<file path="config.mk">
export PLATFORM = sky130hd
export DESIGN_NAME = utmi_data_handshake
export DESIGN_NICKNAME = d
export VERILOG_FILES = /design/src/core/utmi_port_pkg.sv /design/src/core/utmi_tx_fifo.sv /design/src/core/utmi_data_handshake.sv
export SDC_FILE = /design/constraint.sdc
export NUM_CORES = 1
export LEC_CHECK = 0
export BUFFER_PORTS_ARGS = -buffer_cell sky130_fd_sc_hd__buf_2
export CAP_MARGIN = 30
export CORE_MARGIN = 5
export CORE_UTILIZATION = 50
export CTS_CLUSTER_SIZE = 30
export DETAILED_ROUTE_END_ITERATION = 10
export PLACE_DENSITY = 0.68
export SLEW_MARGIN = 20
export SYNTH_ARGS = -nofsm -noshare
export SYNTH_HDL_FRONTEND = slang
export SYNTH_SLANG_ARGS = --single-unit
</file>
<file path="constraint.sdc">
create_clock -name CLK_I -period 2.98 [get_ports CLK_I]
set_input_delay 0.149 -clock CLK_I [delete_from_list [all_inputs] [get_ports CLK_I]]
set_output_delay 0.149 -clock CLK_I [all_outputs]
set_load 0.05 [all_outputs]
</file>
<file path="src/core/utmi_port_pkg.sv">
// shared types and constants for the parallel data port of the transceiver
// Notes on behaviour
// - txvalid rising starts sync on the line
// - txvalid falling starts end of packet
// - txready acknowledges word taken, next accepted
// - sixteen-bit transmit: bus is input, link drives
// - validh high means sixteen bits, low byte
// - sixteen-bit receive: device drives bus outward
// - device drives validh for full or half word
// - rxvalid only when holding register is full
// - rxactive high from start of packet onward
// - rxerror registered one cycle after the line error flag
// - eight-bit mode: transmit low, receive high byte
package utmi_port_pkg;

    localparam int BUS_W = 16;             // shared data bus width
    localparam int BYTE_W = 8;             // one line byte
    localparam int TX_FIFO_DEPTH = 16;     // words queued toward the line

    localparam logic [15:0] DATA_RST = 16'h0000;   // receive bus after reset
    localparam logic [15:0] OE_ALL = 16'hFFFF;     // whole bus driven outward
    localparam logic [15:0] OE_HIGH = 16'hFF00;    // high byte driven outward
    localparam logic [15:0] OE_NONE = 16'h0000;    // bus released
    localparam logic [7:0] BYTE_ZERO = 8'h00;      // filler for empty lanes

    // one transmit word as it sits in the fifo
    typedef struct packed {
        logic hi_valid;                    // upper byte carries payload
        logic [15:0] data;                 // low byte always payload
    } tx_word_s;

    localparam int TX_WORD_W = $bits(tx_word_s);

    // transmit sequencing
    typedef enum logic [1:0] {
        TX_IDLE = 2'b01,
        TX_SEND = 2'b10
    } tx_state_e;

    // receive sequencing
    typedef enum logic [1:0] {
        RX_IDLE = 2'b01,
        RX_BUSY = 2'b10
    } rx_state_e;

endpackage : utmi_port_pkg

</file>
<file path="src/core/utmi_tx_fifo.sv">
// synchronous fifo holding transmit words between link and line
`timescale 1ns/1ps
module utmi_tx_fifo #(
    parameter int WIDTH = 17,
    parameter int DEPTH = 16
) (
    input wire logic CLK_I,
    input wire logic CE_I,
    input wire logic RESETN_I,
    input wire logic in_valid_i,
    output logic in_ready_o,
    input wire logic [WIDTH-1:0] in_data_i,
    output logic out_valid_o,
    input wire logic out_ready_i,
    output logic [WIDTH-1:0] out_data_o
);
    localparam int AW = $clog2(DEPTH);

    logic [WIDTH-1:0] mem [DEPTH];         // storage words
    logic [AW:0] wr_ptr_r;                 // write pointer, extra wrap bit
    logic [AW:0] rd_ptr_r;                 // read pointer, extra wrap bit

    wire ptr_same = wr_ptr_r[AW-1:0] == rd_ptr_r[AW-1:0];
    wire wrap_diff = wr_ptr_r[AW] != rd_ptr_r[AW];
    wire full = ptr_same && wrap_diff;     // every slot occupied
    wire empty = ptr_same && !wrap_diff;   // nothing queued
    wire push = in_valid_i && !full;
    wire pop = out_ready_i && !empty;

    assign in_ready_o = !full;
    assign out_valid_o = !empty;
    assign out_data_o = mem[rd_ptr_r[AW-1:0]];

    // storage needs no reset, only written slots are ever read
    always_ff @(posedge CLK_I) begin
        if (CE_I && push) begin
            mem[wr_ptr_r[AW-1:0]] <= in_data_i;
        end
    end

    // pointer bookkeeping
    always_ff @(posedge CLK_I) begin
        if (!RESETN_I) begin
            wr_ptr_r <= '0;
            rd_ptr_r <= '0;
        end else if (CE_I) begin
            if (push) begin
                wr_ptr_r <= wr_ptr_r + 1'b1;
            end
            if (pop) begin
                rd_ptr_r <= rd_ptr_r + 1'b1;
            end
        end
    end

endmodule : utmi_tx_fifo

</file>
<file path="src/core/utmi_data_handshake.sv">
// parallel data port of the transceiver: transmit and receive handshake
`timescale 1ns/1ps
module utmi_data_handshake
    import utmi_port_pkg::*;
(
    input wire logic CLK_I,                // port clock, also given to link
    input wire logic CE_I,                 // low freezes all state
    input wire logic RESETN_I,             // synchronous, active low
    input wire logic MODE16_I,             // high: 16-bit bidirectional bus
    // link side
    input wire logic TXVALID_I,
    input wire logic [15:0] DATA_I,
    output logic [15:0] DATA_O,
    output logic [15:0] DATA_OE_O,
    input wire logic VALIDH_I,
    output logic VALIDH_O,
    output logic VALIDH_OE_O,
    output logic TXREADY_O,
    output logic RXVALID_O,
    output logic RXACTIVE_O,
    output logic RXERROR_O,
    // line state machine side, transmit
    output logic SYNC_START_O,
    output logic EOP_START_O,
    output logic LTX_VALID_O,
    input wire logic LTX_READY_I,
    output logic [15:0] LTX_DATA_O,
    output logic LTX_HIGH_O,
    // line state machine side, receive
    input wire logic [7:0] LRX_BYTE_I,
    input wire logic LRX_VALID_I,
    input wire logic LRX_SOP_I,
    input wire logic LRX_EOP_I,
    input wire logic LRX_ERR_I
);

    // place received bytes on the bus lanes for the current mode
    function automatic logic [15:0] rx_place(input logic wide,
                                             input logic [7:0] hi,
                                             input logic [7:0] lo);
        logic [15:0] w;
        w = wide ? {hi, lo} : {lo, BYTE_ZERO};
        return w;
    endfunction : rx_place

    tx_state_e tx_state_r;                 // transmit sequencer
    tx_state_e tx_state_nxt;
    rx_state_e rx_state_r;                 // receive sequencer
    rx_state_e rx_state_nxt;

    logic sync_start_r;                    // pulse: begin sync pattern
    logic eop_start_r;                     // pulse: begin end of packet
    logic [15:0] rx_data_r;                // receive holding register
    logic rx_validh_r;                     // upper byte of holding valid
    logic rx_full_r;                       // holding register full, 1 cycle
    logic rx_err_r;                        // error, one cycle after the line flag
    logic [7:0] low_byte_r;                // first byte of a pair
    logic have_low_r;                      // first byte waiting for partner

    // fifo wiring
    tx_word_s push_word;
    tx_word_s pop_word;
    logic fifo_in_ready;
    logic fifo_out_valid;

    // transmit capture: device samples the bus while txvalid is high
    wire push = TXVALID_I && fifo_in_ready;
    // the acknowledge is gated by the enable: while frozen the fifo
    // takes nothing, so an ack then would make the link drop a word
    assign TXREADY_O = push && CE_I;
    assign push_word.hi_valid = MODE16_I && VALIDH_I;
    assign push_word.data = MODE16_I ? DATA_I
                          : {BYTE_ZERO, DATA_I[7:0]};

    // words drain toward the serializer; stalls fill the fifo
    // sixteen words absorb a line stall; when full the ack drops and
    // the link simply holds its word, nothing is lost
    utmi_tx_fifo #(
        .WIDTH(TX_WORD_W),
        .DEPTH(TX_FIFO_DEPTH)
    ) u_tx_fifo (
        .CLK_I(CLK_I),
        .CE_I(CE_I),
        .RESETN_I(RESETN_I),
        .in_valid_i(push),
        .in_ready_o(fifo_in_ready),
        .in_data_i(push_word),
        .out_valid_o(fifo_out_valid),
        .out_ready_i(LTX_READY_I),
        .out_data_o(pop_word)
    );

    assign LTX_VALID_O = fifo_out_valid;
    assign LTX_DATA_O = pop_word.data;
    assign LTX_HIGH_O = pop_word.hi_valid;

    // transmit sequencer next state
    always_comb begin
        tx_state_nxt = tx_state_r;
        case (tx_state_r)
            TX_IDLE: begin
                if (TXVALID_I) begin
                    tx_state_nxt = TX_SEND;
                end
            end
            TX_SEND: begin
                if (!TXVALID_I) begin
                    tx_state_nxt = TX_IDLE;
                end
            end
            default: begin
                tx_state_nxt = TX_IDLE;    // recover from a bad code
            end
        endcase
    end

    // decoded transmit edges
    // edges come from the state, not a delayed copy of the input
    wire tx_rise = (tx_state_r == TX_IDLE) && TXVALID_I;
    wire tx_fall = (tx_state_r == TX_SEND) && !TXVALID_I;

    // transmit sequencer and line start pulses
    always_ff @(posedge CLK_I) begin
        if (!RESETN_I) begin
            tx_state_r <= TX_IDLE;
            sync_start_r <= 1'b0;
            eop_start_r <= 1'b0;
        end else if (CE_I) begin
            tx_state_r <= tx_state_nxt;
            sync_start_r <= tx_rise;
            eop_start_r <= tx_fall;
        end
    end

    assign SYNC_START_O = sync_start_r;
    assign EOP_START_O = eop_start_r;

    // receive sequencer next state; eop wins over a late start
    always_comb begin
        rx_state_nxt = rx_state_r;
        case (rx_state_r)
            RX_IDLE: begin
                if (LRX_SOP_I) begin
                    rx_state_nxt = RX_BUSY;
                end
            end
            RX_BUSY: begin
                if (LRX_EOP_I) begin
                    rx_state_nxt = RX_IDLE;
                end
            end
            default: begin
                rx_state_nxt = RX_IDLE;
            end
        endcase
    end

    wire rx_busy = rx_state_r == RX_BUSY;
    wire rx_byte = rx_busy && LRX_VALID_I;
    // sixteen-bit pairs complete on the second byte
    wire pair_done = rx_byte && MODE16_I && have_low_r;
    wire pair_open = rx_byte && MODE16_I && !have_low_r;
    // a lone first byte is flushed by end of packet as a half word
    wire odd_flush = rx_busy && LRX_EOP_I && have_low_r && !rx_byte;
    wire single = rx_byte && !MODE16_I;
    wire load = pair_done || odd_flush || single;
    wire [15:0] load_data = odd_flush
                          ? {BYTE_ZERO, low_byte_r}
                          : rx_place(MODE16_I, LRX_BYTE_I, low_byte_r);
    wire [15:0] load_data8 = rx_place(1'b0, BYTE_ZERO, LRX_BYTE_I);

    // receive sequencer and byte pairing
    always_ff @(posedge CLK_I) begin
        if (!RESETN_I) begin
            rx_state_r <= RX_IDLE;
            low_byte_r <= BYTE_ZERO;
            have_low_r <= 1'b0;
        end else if (CE_I) begin
            rx_state_r <= rx_state_nxt;
            if (pair_open) begin
                low_byte_r <= LRX_BYTE_I;
            end
            // pair state is dropped at every packet boundary
            if (pair_open) begin
                have_low_r <= 1'b1;
            end else if (pair_done || LRX_EOP_I || !rx_busy) begin
                have_low_r <= 1'b0;
            end
        end
    end

    // receive holding register; full for exactly one cycle per word
    always_ff @(posedge CLK_I) begin
        if (!RESETN_I) begin
            rx_data_r <= DATA_RST;
            rx_validh_r <= 1'b0;
            rx_full_r <= 1'b0;
            rx_err_r <= 1'b0;
        end else if (CE_I) begin
            rx_full_r <= load;
            // error is registered every busy cycle, so it reaches the link with the word only when that byte completes the word
            rx_err_r <= rx_busy && LRX_ERR_I;
            if (load) begin
                rx_data_r <= single ? load_data8 : load_data;
                rx_validh_r <= pair_done;
            end
        end
    end

    // receive is half duplex: a word loaded while the link transmits
    // in sixteen-bit mode is not shown, the bus belongs to the link
    wire rx_show = rx_full_r && !(MODE16_I && TXVALID_I);
    assign RXVALID_O = rx_show;
    assign RXACTIVE_O = rx_busy;
    assign RXERROR_O = rx_err_r;
    assign DATA_O = rx_data_r;
    assign VALIDH_O = rx_validh_r;

    // bus direction: eight-bit mode keeps the high byte outward always
    wire turn_out = MODE16_I && !TXVALID_I && rx_full_r;
    assign DATA_OE_O = !MODE16_I ? OE_HIGH
                     : (turn_out ? OE_ALL : OE_NONE);
    assign VALIDH_OE_O = turn_out;

endmodule : utmi_data_handshake

</file>
Word-level counts from Yosys, hierarchy flattened

Memories as Yosys holds them, arrays and structs flattened. A register that Yosys moved wholly into a read port is not among the register bits.
Index checks and enable logic that the tools add are counted.

Register bits: 44
Memory bits (writable): 272
Bits of input ports: 35
Output and inout bits: 58
Word-level logic and storage cells: 87
Memories kept: 1

Memories:

| memory        | words | bits a word | read ports | clocked after Yosys merged registers in | write ports | RTL line           | RTL |
|---|---|---|---|---|---|---|---|
| u_tx_fifo.mem | 16    | 17          | 1          | 1                                       | 1           | utmi_tx_fifo.sv:19 | `logic [WIDTH-1:0] mem [DEPTH];` |

Add/sub/neg operators: 2
Eq/ne operators: 10
Mux-type cells: 18
Reductions and logical operators: 44

Operators with widths:

| operator              | number |
|---|---|
| $mux W16              | 6 |
| $logic_and A1 B1 Y1   | 23 |
| $add A5 B1 Y5 const B | 2 |
| $reduce_and A2 Y1     | 5 |
| $logic_not A1 Y1      | 9 |
| $mux W2               | 4 |
| $mux W4               | 2 |
| $ne A2 B2 Y1 const B  | 4 |
| $pmux W2 S2           | 2 |
| $reduce_and A3 Y1     | 2 |
| $eq A2 B1 Y1 const B  | 2 |
| $eq A2 B2 Y1 const B  | 2 |
| $eq A4 B4 Y1          | 1 |
| $logic_or A1 B1 Y1    | 4 |
| $mux W1               | 4 |
| $reduce_bool A2 Y1    | 1 |
| $ne A1 B1 Y1          | 1 |

Depth between registers and ports, before layout

Gate-level depths: netlist (run 1).

Depth after elaboration: 8
Mapped depth: 7
Gate-level depth less buffers: 5

Cells and area by module

Synthesis (run 1) repeated with hierarchy kept, for this count alone.

Cells, all modules: 709
Area total of the unflattened synthesis: 13172.6 sq um

Modules (own cells, without submodules):

| module              | times used | cells each | area an instance (sq um) | sequential area each (sq um) |
|---|---|---|---|---|
| utmi_tx_fifo        | 1          | 486        | 11111.9                  | 8448.1 |
| utmi_data_handshake | 1          | 223        | 2060.7                   | 680.7 |

Least setup slack after synthesis (run 1)

OpenSTA, ideal clock, no wires.

Kind: in2out
Start: in MODE16_I
End: out DATA_OE_O[10]
Arrival: 2.368 ns
Data required time: 2.831 ns
Path slack: 0.463 ns
Stages: 4
Cells stage by stage: clkbuf_1 nand2_1 o21ai_0 buf_4

Cells in the longest elaborated chain, start to end: 4

RTL lines:

| what                              | RTL line                   | RTL |
|---|---|---|
| start, declared                   | utmi_data_handshake.sv:9   | `input wire logic MODE16_I,` |
| $logic_and A1 B1 Y1 (2 in series) | utmi_data_handshake.sv:220 | `wire turn_out = MODE16_I && !TXVALID_I && rx_full_r;` |
| $mux W16                          | utmi_data_handshake.sv:222 | `: (turn_out ? OE_ALL : OE_NONE);` |
| $mux W16 (*)                      | utmi_data_handshake.sv:221 | `assign DATA_OE_O = !MODE16_I ? OE_HIGH` |
| end, declared                     | utmi_data_handshake.sv:14  | `output logic [15:0] DATA_OE_O,` |

Every way passes the cells marked *; elsewhere a longest branch is shown, timed or not.

==> results of run 1 <==
## layout by cell type, fill, tap and decap left out, types with 9 or more instances in the layout
| cell | n |
|---|---|
| nor2_1 | 24 |
| nand2_1 | 18 |
| clkbuf_16 | 37 |
| and2_1 | 11 |
| a21oi_1 | 14 |
| mux2i_1 | 25 |
| dlygate4sd3_1 | 9 |
| buf_4 | 25 |
| dfxtp_1 | 46 |
| and3_1 | 16 |
| buf_2 | 92 |
| nand2b_1 | 11 |
| mux4_2 | 85 |
| edfxtp_1 | 272 |
## worst max-delay path by stage
stage	from	to
2_1_floorplan	MODE16_I	DATA_OE_O[10]
3_5_place_dp	register	LTX_HIGH_O
6_report	register	LTX_HIGH_O
3_3_place_gp	register	LTX_HIGH_O
4_1_cts	register	LTX_HIGH_O
5_1_grt	register	LTX_HIGH_O
## cell families (layout without fill, tap and decap cells)
family / count (synthesis) / after routing / synth area share [%]
DFF: 320 / 320 / 72.4
muxes: 111 / 111 / 17.2
and+or+nand+nor: 105 / 105 / 4.41
buffers and inverters: 57 / 198 / 2.56
AOI/OAI and AO/OA: 48 / 48 / 2.52
xor gates and xnor gates: 6 / 6 / 0.416
adders and majority gates: 5 / 5 / 0.496
## per-layer routing
| layer | global-route usage [%] | vias up | share of wire [%] |
|---|---|---|---|
| li1 | - | 2844 | - |
| met2 | 29.5 | 243 | 48 |
| met5 | 0 | - | 0 |
| met3 | 5.00 | 32 | 7.4 |
| met4 | 4.62 | 0 | 1.9 |
| met1 | 26.4 | 3379 | 43 |
## stage by stage
step / std cells / area [um2] / utilization, % / setup WS [ns] / hold slack, ns
2_1_floorplan: 652 / 12600 / - / 0.463 / 0.248
3_3_place_gp: 1053 / 13500 / 53.9 / 0.717 / 0.384
3_5_place_dp: 1053 / 13500 / 53.9 / 0.700 / 0.388
4_1_cts: 1123 / 14700 / 58.8 / 0.146 / 0.00528
5_1_grt: 1123 / 14700 / 58.8 / 0.107 / 0.0175
6_report: 1123 / 14700 / 58.8 / 0.208 / 0.0233
## timing repair
item                       4_1_cts  5_1_grt
hold buffers                     9        0
setup endpoints to repair        0        0
hold endpoints to repair        17        0
## cell usage after synthesis, types with 2 or more instances
cell type	n	area share [%]
buf_4	14	0.83
mux2i_1	25	2.0
dfxtp_1	48	7.6
o211ai_1	2	0.12
a21o_1	2	0.12
nand3b_1	2	0.12
buf_8	3	0.36
a21oi_1	15	0.59
or3_1	2	0.099
nand4_1	5	0.25
o2bb2ai_1	8	0.56
nand2_1	18	0.54
inv_1	5	0.15
ha_1	5	0.50
and3_1	16	0.79
a22oi_1	8	0.48
nor2_1	24	0.71
clkbuf_1	19	0.57
nand3_1	4	0.16
nand2b_1	11	0.55
and2_1	11	0.55
xor2_1	5	0.35
o21ai_0	6	0.24
mux4_2	85	15
nor2b_1	4	0.20
buf_1	2	0.060
edfxtp_1	272	65
a21boi_0	3	0.18
buf_2	12	0.48
nor3_1	2	0.079
## area by class of cell
class | instances | area (um2)
tap | 330 | 413
multi-input combinational | 275 | 3170
fill | 1851 | 10300
clock buffer | 44 | 976
clock inverter | 17 | 163
inverter | 6 | 22.5
sequential | 320 | 9130
timing repair buffer | 131 | 838
## power by group through the flow
stage               logic (mW)  clock network [mW]  registers (mW)
floorplan                0.345                   0            4.99
global placement         0.471                   0            4.99
detailed placement       0.482                   0            5.00
CTS                      0.492                4.32            4.90
global route             0.523                4.53            4.90
finish                   0.486                4.23            4.90
## state kept, by name, summed over array words and instances (netlist names), named ones only
name	cells
EOP_START_O	1
SYNC_START_O	1
tx_state_r	2
have_low_r	1
u_tx_fifo.rd_ptr_r	5
u_tx_fifo.wr_ptr_r	5
DATA_O	16
VALIDH_O	1
u_tx_fifo.mem	272
RXERROR_O	1
rx_full_r	1
rx_state_r	2
low_byte_r	8
==> reports/metrics.cfg, run 1 <==
[power_and_ir_drop]
p_total_mw=9.62
pwr_density_cell_nw_per_um2=654
clkPwrFrac_pct=44.0
p_sw_share_pct=20.6
power.switching_mw=1.98
share_seq_of_total_power_pct=50.9
pwr-share-comb_pct=5.1
p_leak_nw=5.00
peakVddDrop_uv=433
p_int_mw=7.64

[clocking]
cts_buffer_depth=3
clkTransAtPathRegs_ns=0.06
cts_setup_buffers=0
insertion_delay_ns=0.50
numCtsBuffers=34
cts_resized=0
root_buffer=clkbuf_16
cts_max_level=2
cts_sinks=320
cts_tree=yes

[routing]
wire_per_inst_um=23.2
vias=6498
wirelength_mm=26.0
drc_errors=0
viasPerCell=5.79
drtAntennaViolNets=0
dr.pass1.iters=5
drt-initial-drc-count=616

[sta]
slew_headroom_pct=56.6
drv_slew=0
period_share_pct=93.0
fin_worst_skew_ns=0.00831
hold_violations=0
rsz0062_at_grt=false
finalSetupTns_ns=0
worst_pin_slew_ns=0.645
fmax_ghz=0.361
period_minus_slack_ns=2.77
finalSetupViolations=0

[hold_path]
hold_path_depth=2
min_path_type=in2reg
hold_end=tx_state_r[0]
worst_hold_startpoint=RESETN_I

[critical_path]
worst_path_most_repeated_cell=mux4_2
crit_path_end_kind=output port
critPathKind=reg2out
required_ns=2.83
path_delay_family=multiplexers
worst_r2r_path_depth=6
crit_arrival_ns=2.62
r2r_slack_ns=0.68
worst_path_largest_cell_delay_ns=0.55
cp.depth=4
crit_buf_inv=2
worstPathCellList=buf_12 -> mux4_2 -> mux4_2 -> buf_2
critPathLaunchType=register
rr_startpoint=u_tx_fifo.wr_ptr_r[2]
critPathMaxFanout=27
reg2reg_to=u_tx_fifo.mem[14][3]
cp_slowest_cell=mux4_2

[floorplan]
core-area_um2=25000
die_area_um2=28500
std_cell_rows=58
die_h_um=169
start_util_pct=50.4
die-width_um=169
ios=93

[synth]
synth-main-ff-cell=edfxtp_1
synth_cell_types=44
syn-num-nets=692
synthCells=652
synth_edf_count=272
ys_seq_elements=320
synth.avg_cell_area_um2=19.4
ys_warn_count=0
seq_area_frac_synth_pct=72.4
synth_area_um2=12600
asyncSetResetFlopFracSynth_pct=0

[placement]
portBuffers=92
dp_hpwl_mm=15.5
place_congestion=0.804

[global_routing]
antenna_found_initial=1
grt_start_max_net_pins=28
grt_pass1_vias=6875
grt_pass1_wl_mm=40.6
grt_overflow=0
groute.usage.overall_pct=18.7

[cells_and_area]
diodes=0
syn2layout_area_growth_pct=16.6
drive_above_1_share_pct=33.4
fin_nets=808

[flow_run]
drv_cap=0

[run_status]
outcome=finished, final reports clean

Note: power is estimated with default switching activity, not from simulation.
==> run 2: changes to the inputs <==
- HOLD_SLACK_MARGIN: not set -> 0.15
==> run 2 against run 1 <==
Clock skew shrank 0.00077 ns; routed wire length grew 0.75%; flip-flop and latch count is the same; combinational power grew 3%; power grew 0.13%; critical path type unchanged; largest power group unchanged.
==> reports/metrics.cfg, run 2 (same netlist as run 1, synthesis figures left out) <==
[run_status]
outcome=finished, final reports clean

[sta]
slew_headroom_pct=56.6
rsz0062_at_grt=false
period_share_pct=92.8
worst_pin_slew_ns=0.645
drv_slew=0
fmax_ghz=0.362
fin_worst_skew_ns=0.00754
hold_violations=0
finalSetupViolations=0
holdWs_ns=0.224
period_minus_slack_ns=2.77
finalSetupTns_ns=0

[cells_and_area]
syn2layout_area_growth_pct=17.9
mostFrequentLayoutCells=272 x edfxtp_1, 92 x buf_2, 85 x mux4_2, 46 x dfxtp_1, 37 x clkbuf_16
fin_area_um2=14900
drive_above_1_share_pct=32.8
fin_nets=824
largest_register_ffs=272
diodes=0
mostFrequentLayoutCell=edfxtp_1
fillers=1826
final_util_pct=59.4

[floorplan]
core-area_um2=25000
die_area_um2=28500
die-width_um=169
die_h_um=169
start_util_pct=50.4
ios=93
std_cell_rows=58

[routing]
wire_per_inst_um=23.0
dr.pass1.iters=5
viasPerCell=5.79
drt-initial-drc-count=623
wirelength_mm=26.2
drtAntennaViolNets=0
vias=6592
drc_errors=0

[global_routing]
grt_pass1_wl_mm=41.0
grt_pass1_vias=6929
grt_start_max_net_pins=28
antenna_found_initial=1
groute.usage.overall_pct=18.9
grt_overflow=0

[clocking]
cts_setup_buffers=0
cts_tree=yes
root_buffer=clkbuf_16
numCtsBuffers=34
clkTransAtPathRegs_ns=0.06
cts_sinks=320
cts_max_level=2
insertion_delay_ns=0.50
cts_buffer_depth=3

[critical_path]
reg2reg_to=u_tx_fifo.mem[14][3]
worstPathCellList=buf_12 -> mux4_2 -> mux4_2 -> buf_2
critPathKind=reg2out
worst_r2r_path_depth=6
crit_buf_inv=2
critPathLaunchType=register
worst_path_largest_cell_delay_ns=0.54
rr_startpoint=u_tx_fifo.wr_ptr_r[2]
worst_path_most_repeated_cell=mux4_2
crit_arrival_ns=2.62
cp_slowest_cell=mux4_2
crit_path_end_kind=output port
required_ns=2.83
cp.depth=4
path_delay_family=multiplexers
r2r_slack_ns=0.67
critPathMaxFanout=27

[placement]
place_congestion=0.804
portBuffers=92
dp_hpwl_mm=15.5
placed_area_um2=13500

[hold_path]
min_path_type=in2reg
worst_hold_startpoint=LTX_READY_I
hold_end=u_tx_fifo.rd_ptr_r[2]
hold_path_depth=5

[power_and_ir_drop]
p_leak_nw=5.06
peakVddDrop_uv=433
pwr_density_cell_nw_per_um2=648

[flow_run]
drv_cap=0

==> run 2: cell count changes in the layout (fill, tap and decap cells not counted), sizes merged <==
cell	delta
dlygate4sd3	+16
==> run 2: repair_timing <==
| item | in CTS | in global routing |
|---|---|---|
| hold buffers | 25 | 0 |
| endpoints found under the hold margin | 166 | 0 |
| gates resized for setup | 0 | 0 |
==> run 2: report_power, final <==
| part | switching, mW | leakage, nW | internal [mW] |
|---|---|---|---|
| sequential | 0.0201 | 2.86 | 4.88 |
| clock | 1.66 | 0.564 | 2.58 |
| combinational | 0.305 | 1.64 | 0.197 |
==> run 2: final cells by class <==
| type | count | area, um2 | share of cell area, % |
|---|---|---|---|
| flip-flops and latches | 320 | 9130 | 61.4 |
| well taps | 330 | 413 | 2.78 |
| multi-input cells | 275 | 3170 | 21.3 |
| repair buffers | 147 | 998 | 6.71 |
| inverters | 6 | 22.5 | 0.151 |
| clock inverters | 17 | 163 | 1.09 |
| clock buffers | 44 | 976 | 6.56 |
==> run 2: per-stage QoR <==
step / power, mW / worst slack [ns] / cells
3_3_place_gp: 5.46 / 0.717 / 1053
4_1_cts: 9.73 / 0.146 / 1139
2_1_floorplan: 5.33 / 0.463 / 652
6_report: 9.63 / 0.215 / 1139
5_1_grt: 9.97 / 0.107 / 1139
3_5_place_dp: 5.48 / 0.700 / 1053
==> run 2: how the worst max path moves through the flow <==
stage	from	end	slack, ns
6_report	register	LTX_HIGH_O	0.21
5_1_grt	register	LTX_HIGH_O	0.11
4_1_cts	register	LTX_HIGH_O	0.15
3_5_place_dp	register	LTX_HIGH_O	0.70
3_3_place_gp	register	LTX_HIGH_O	0.72
2_1_floorplan	MODE16_I	DATA_OE_O[10]	0.46
==> run 2: worst min-delay path, stage by stage <==
cell	delay (ns)
buf_2	0.10
and2_1	0.18
nand2_1	0.07
a21oi_1	0.04
mux2i_1	0.12
==> run 2: per-layer routing <==
layer  wire length [um]  GRT usage, %
met5                  0             0
met4                490          4.62
met3               2120          5.04
met2              12600          30.1
met1              11000          26.4
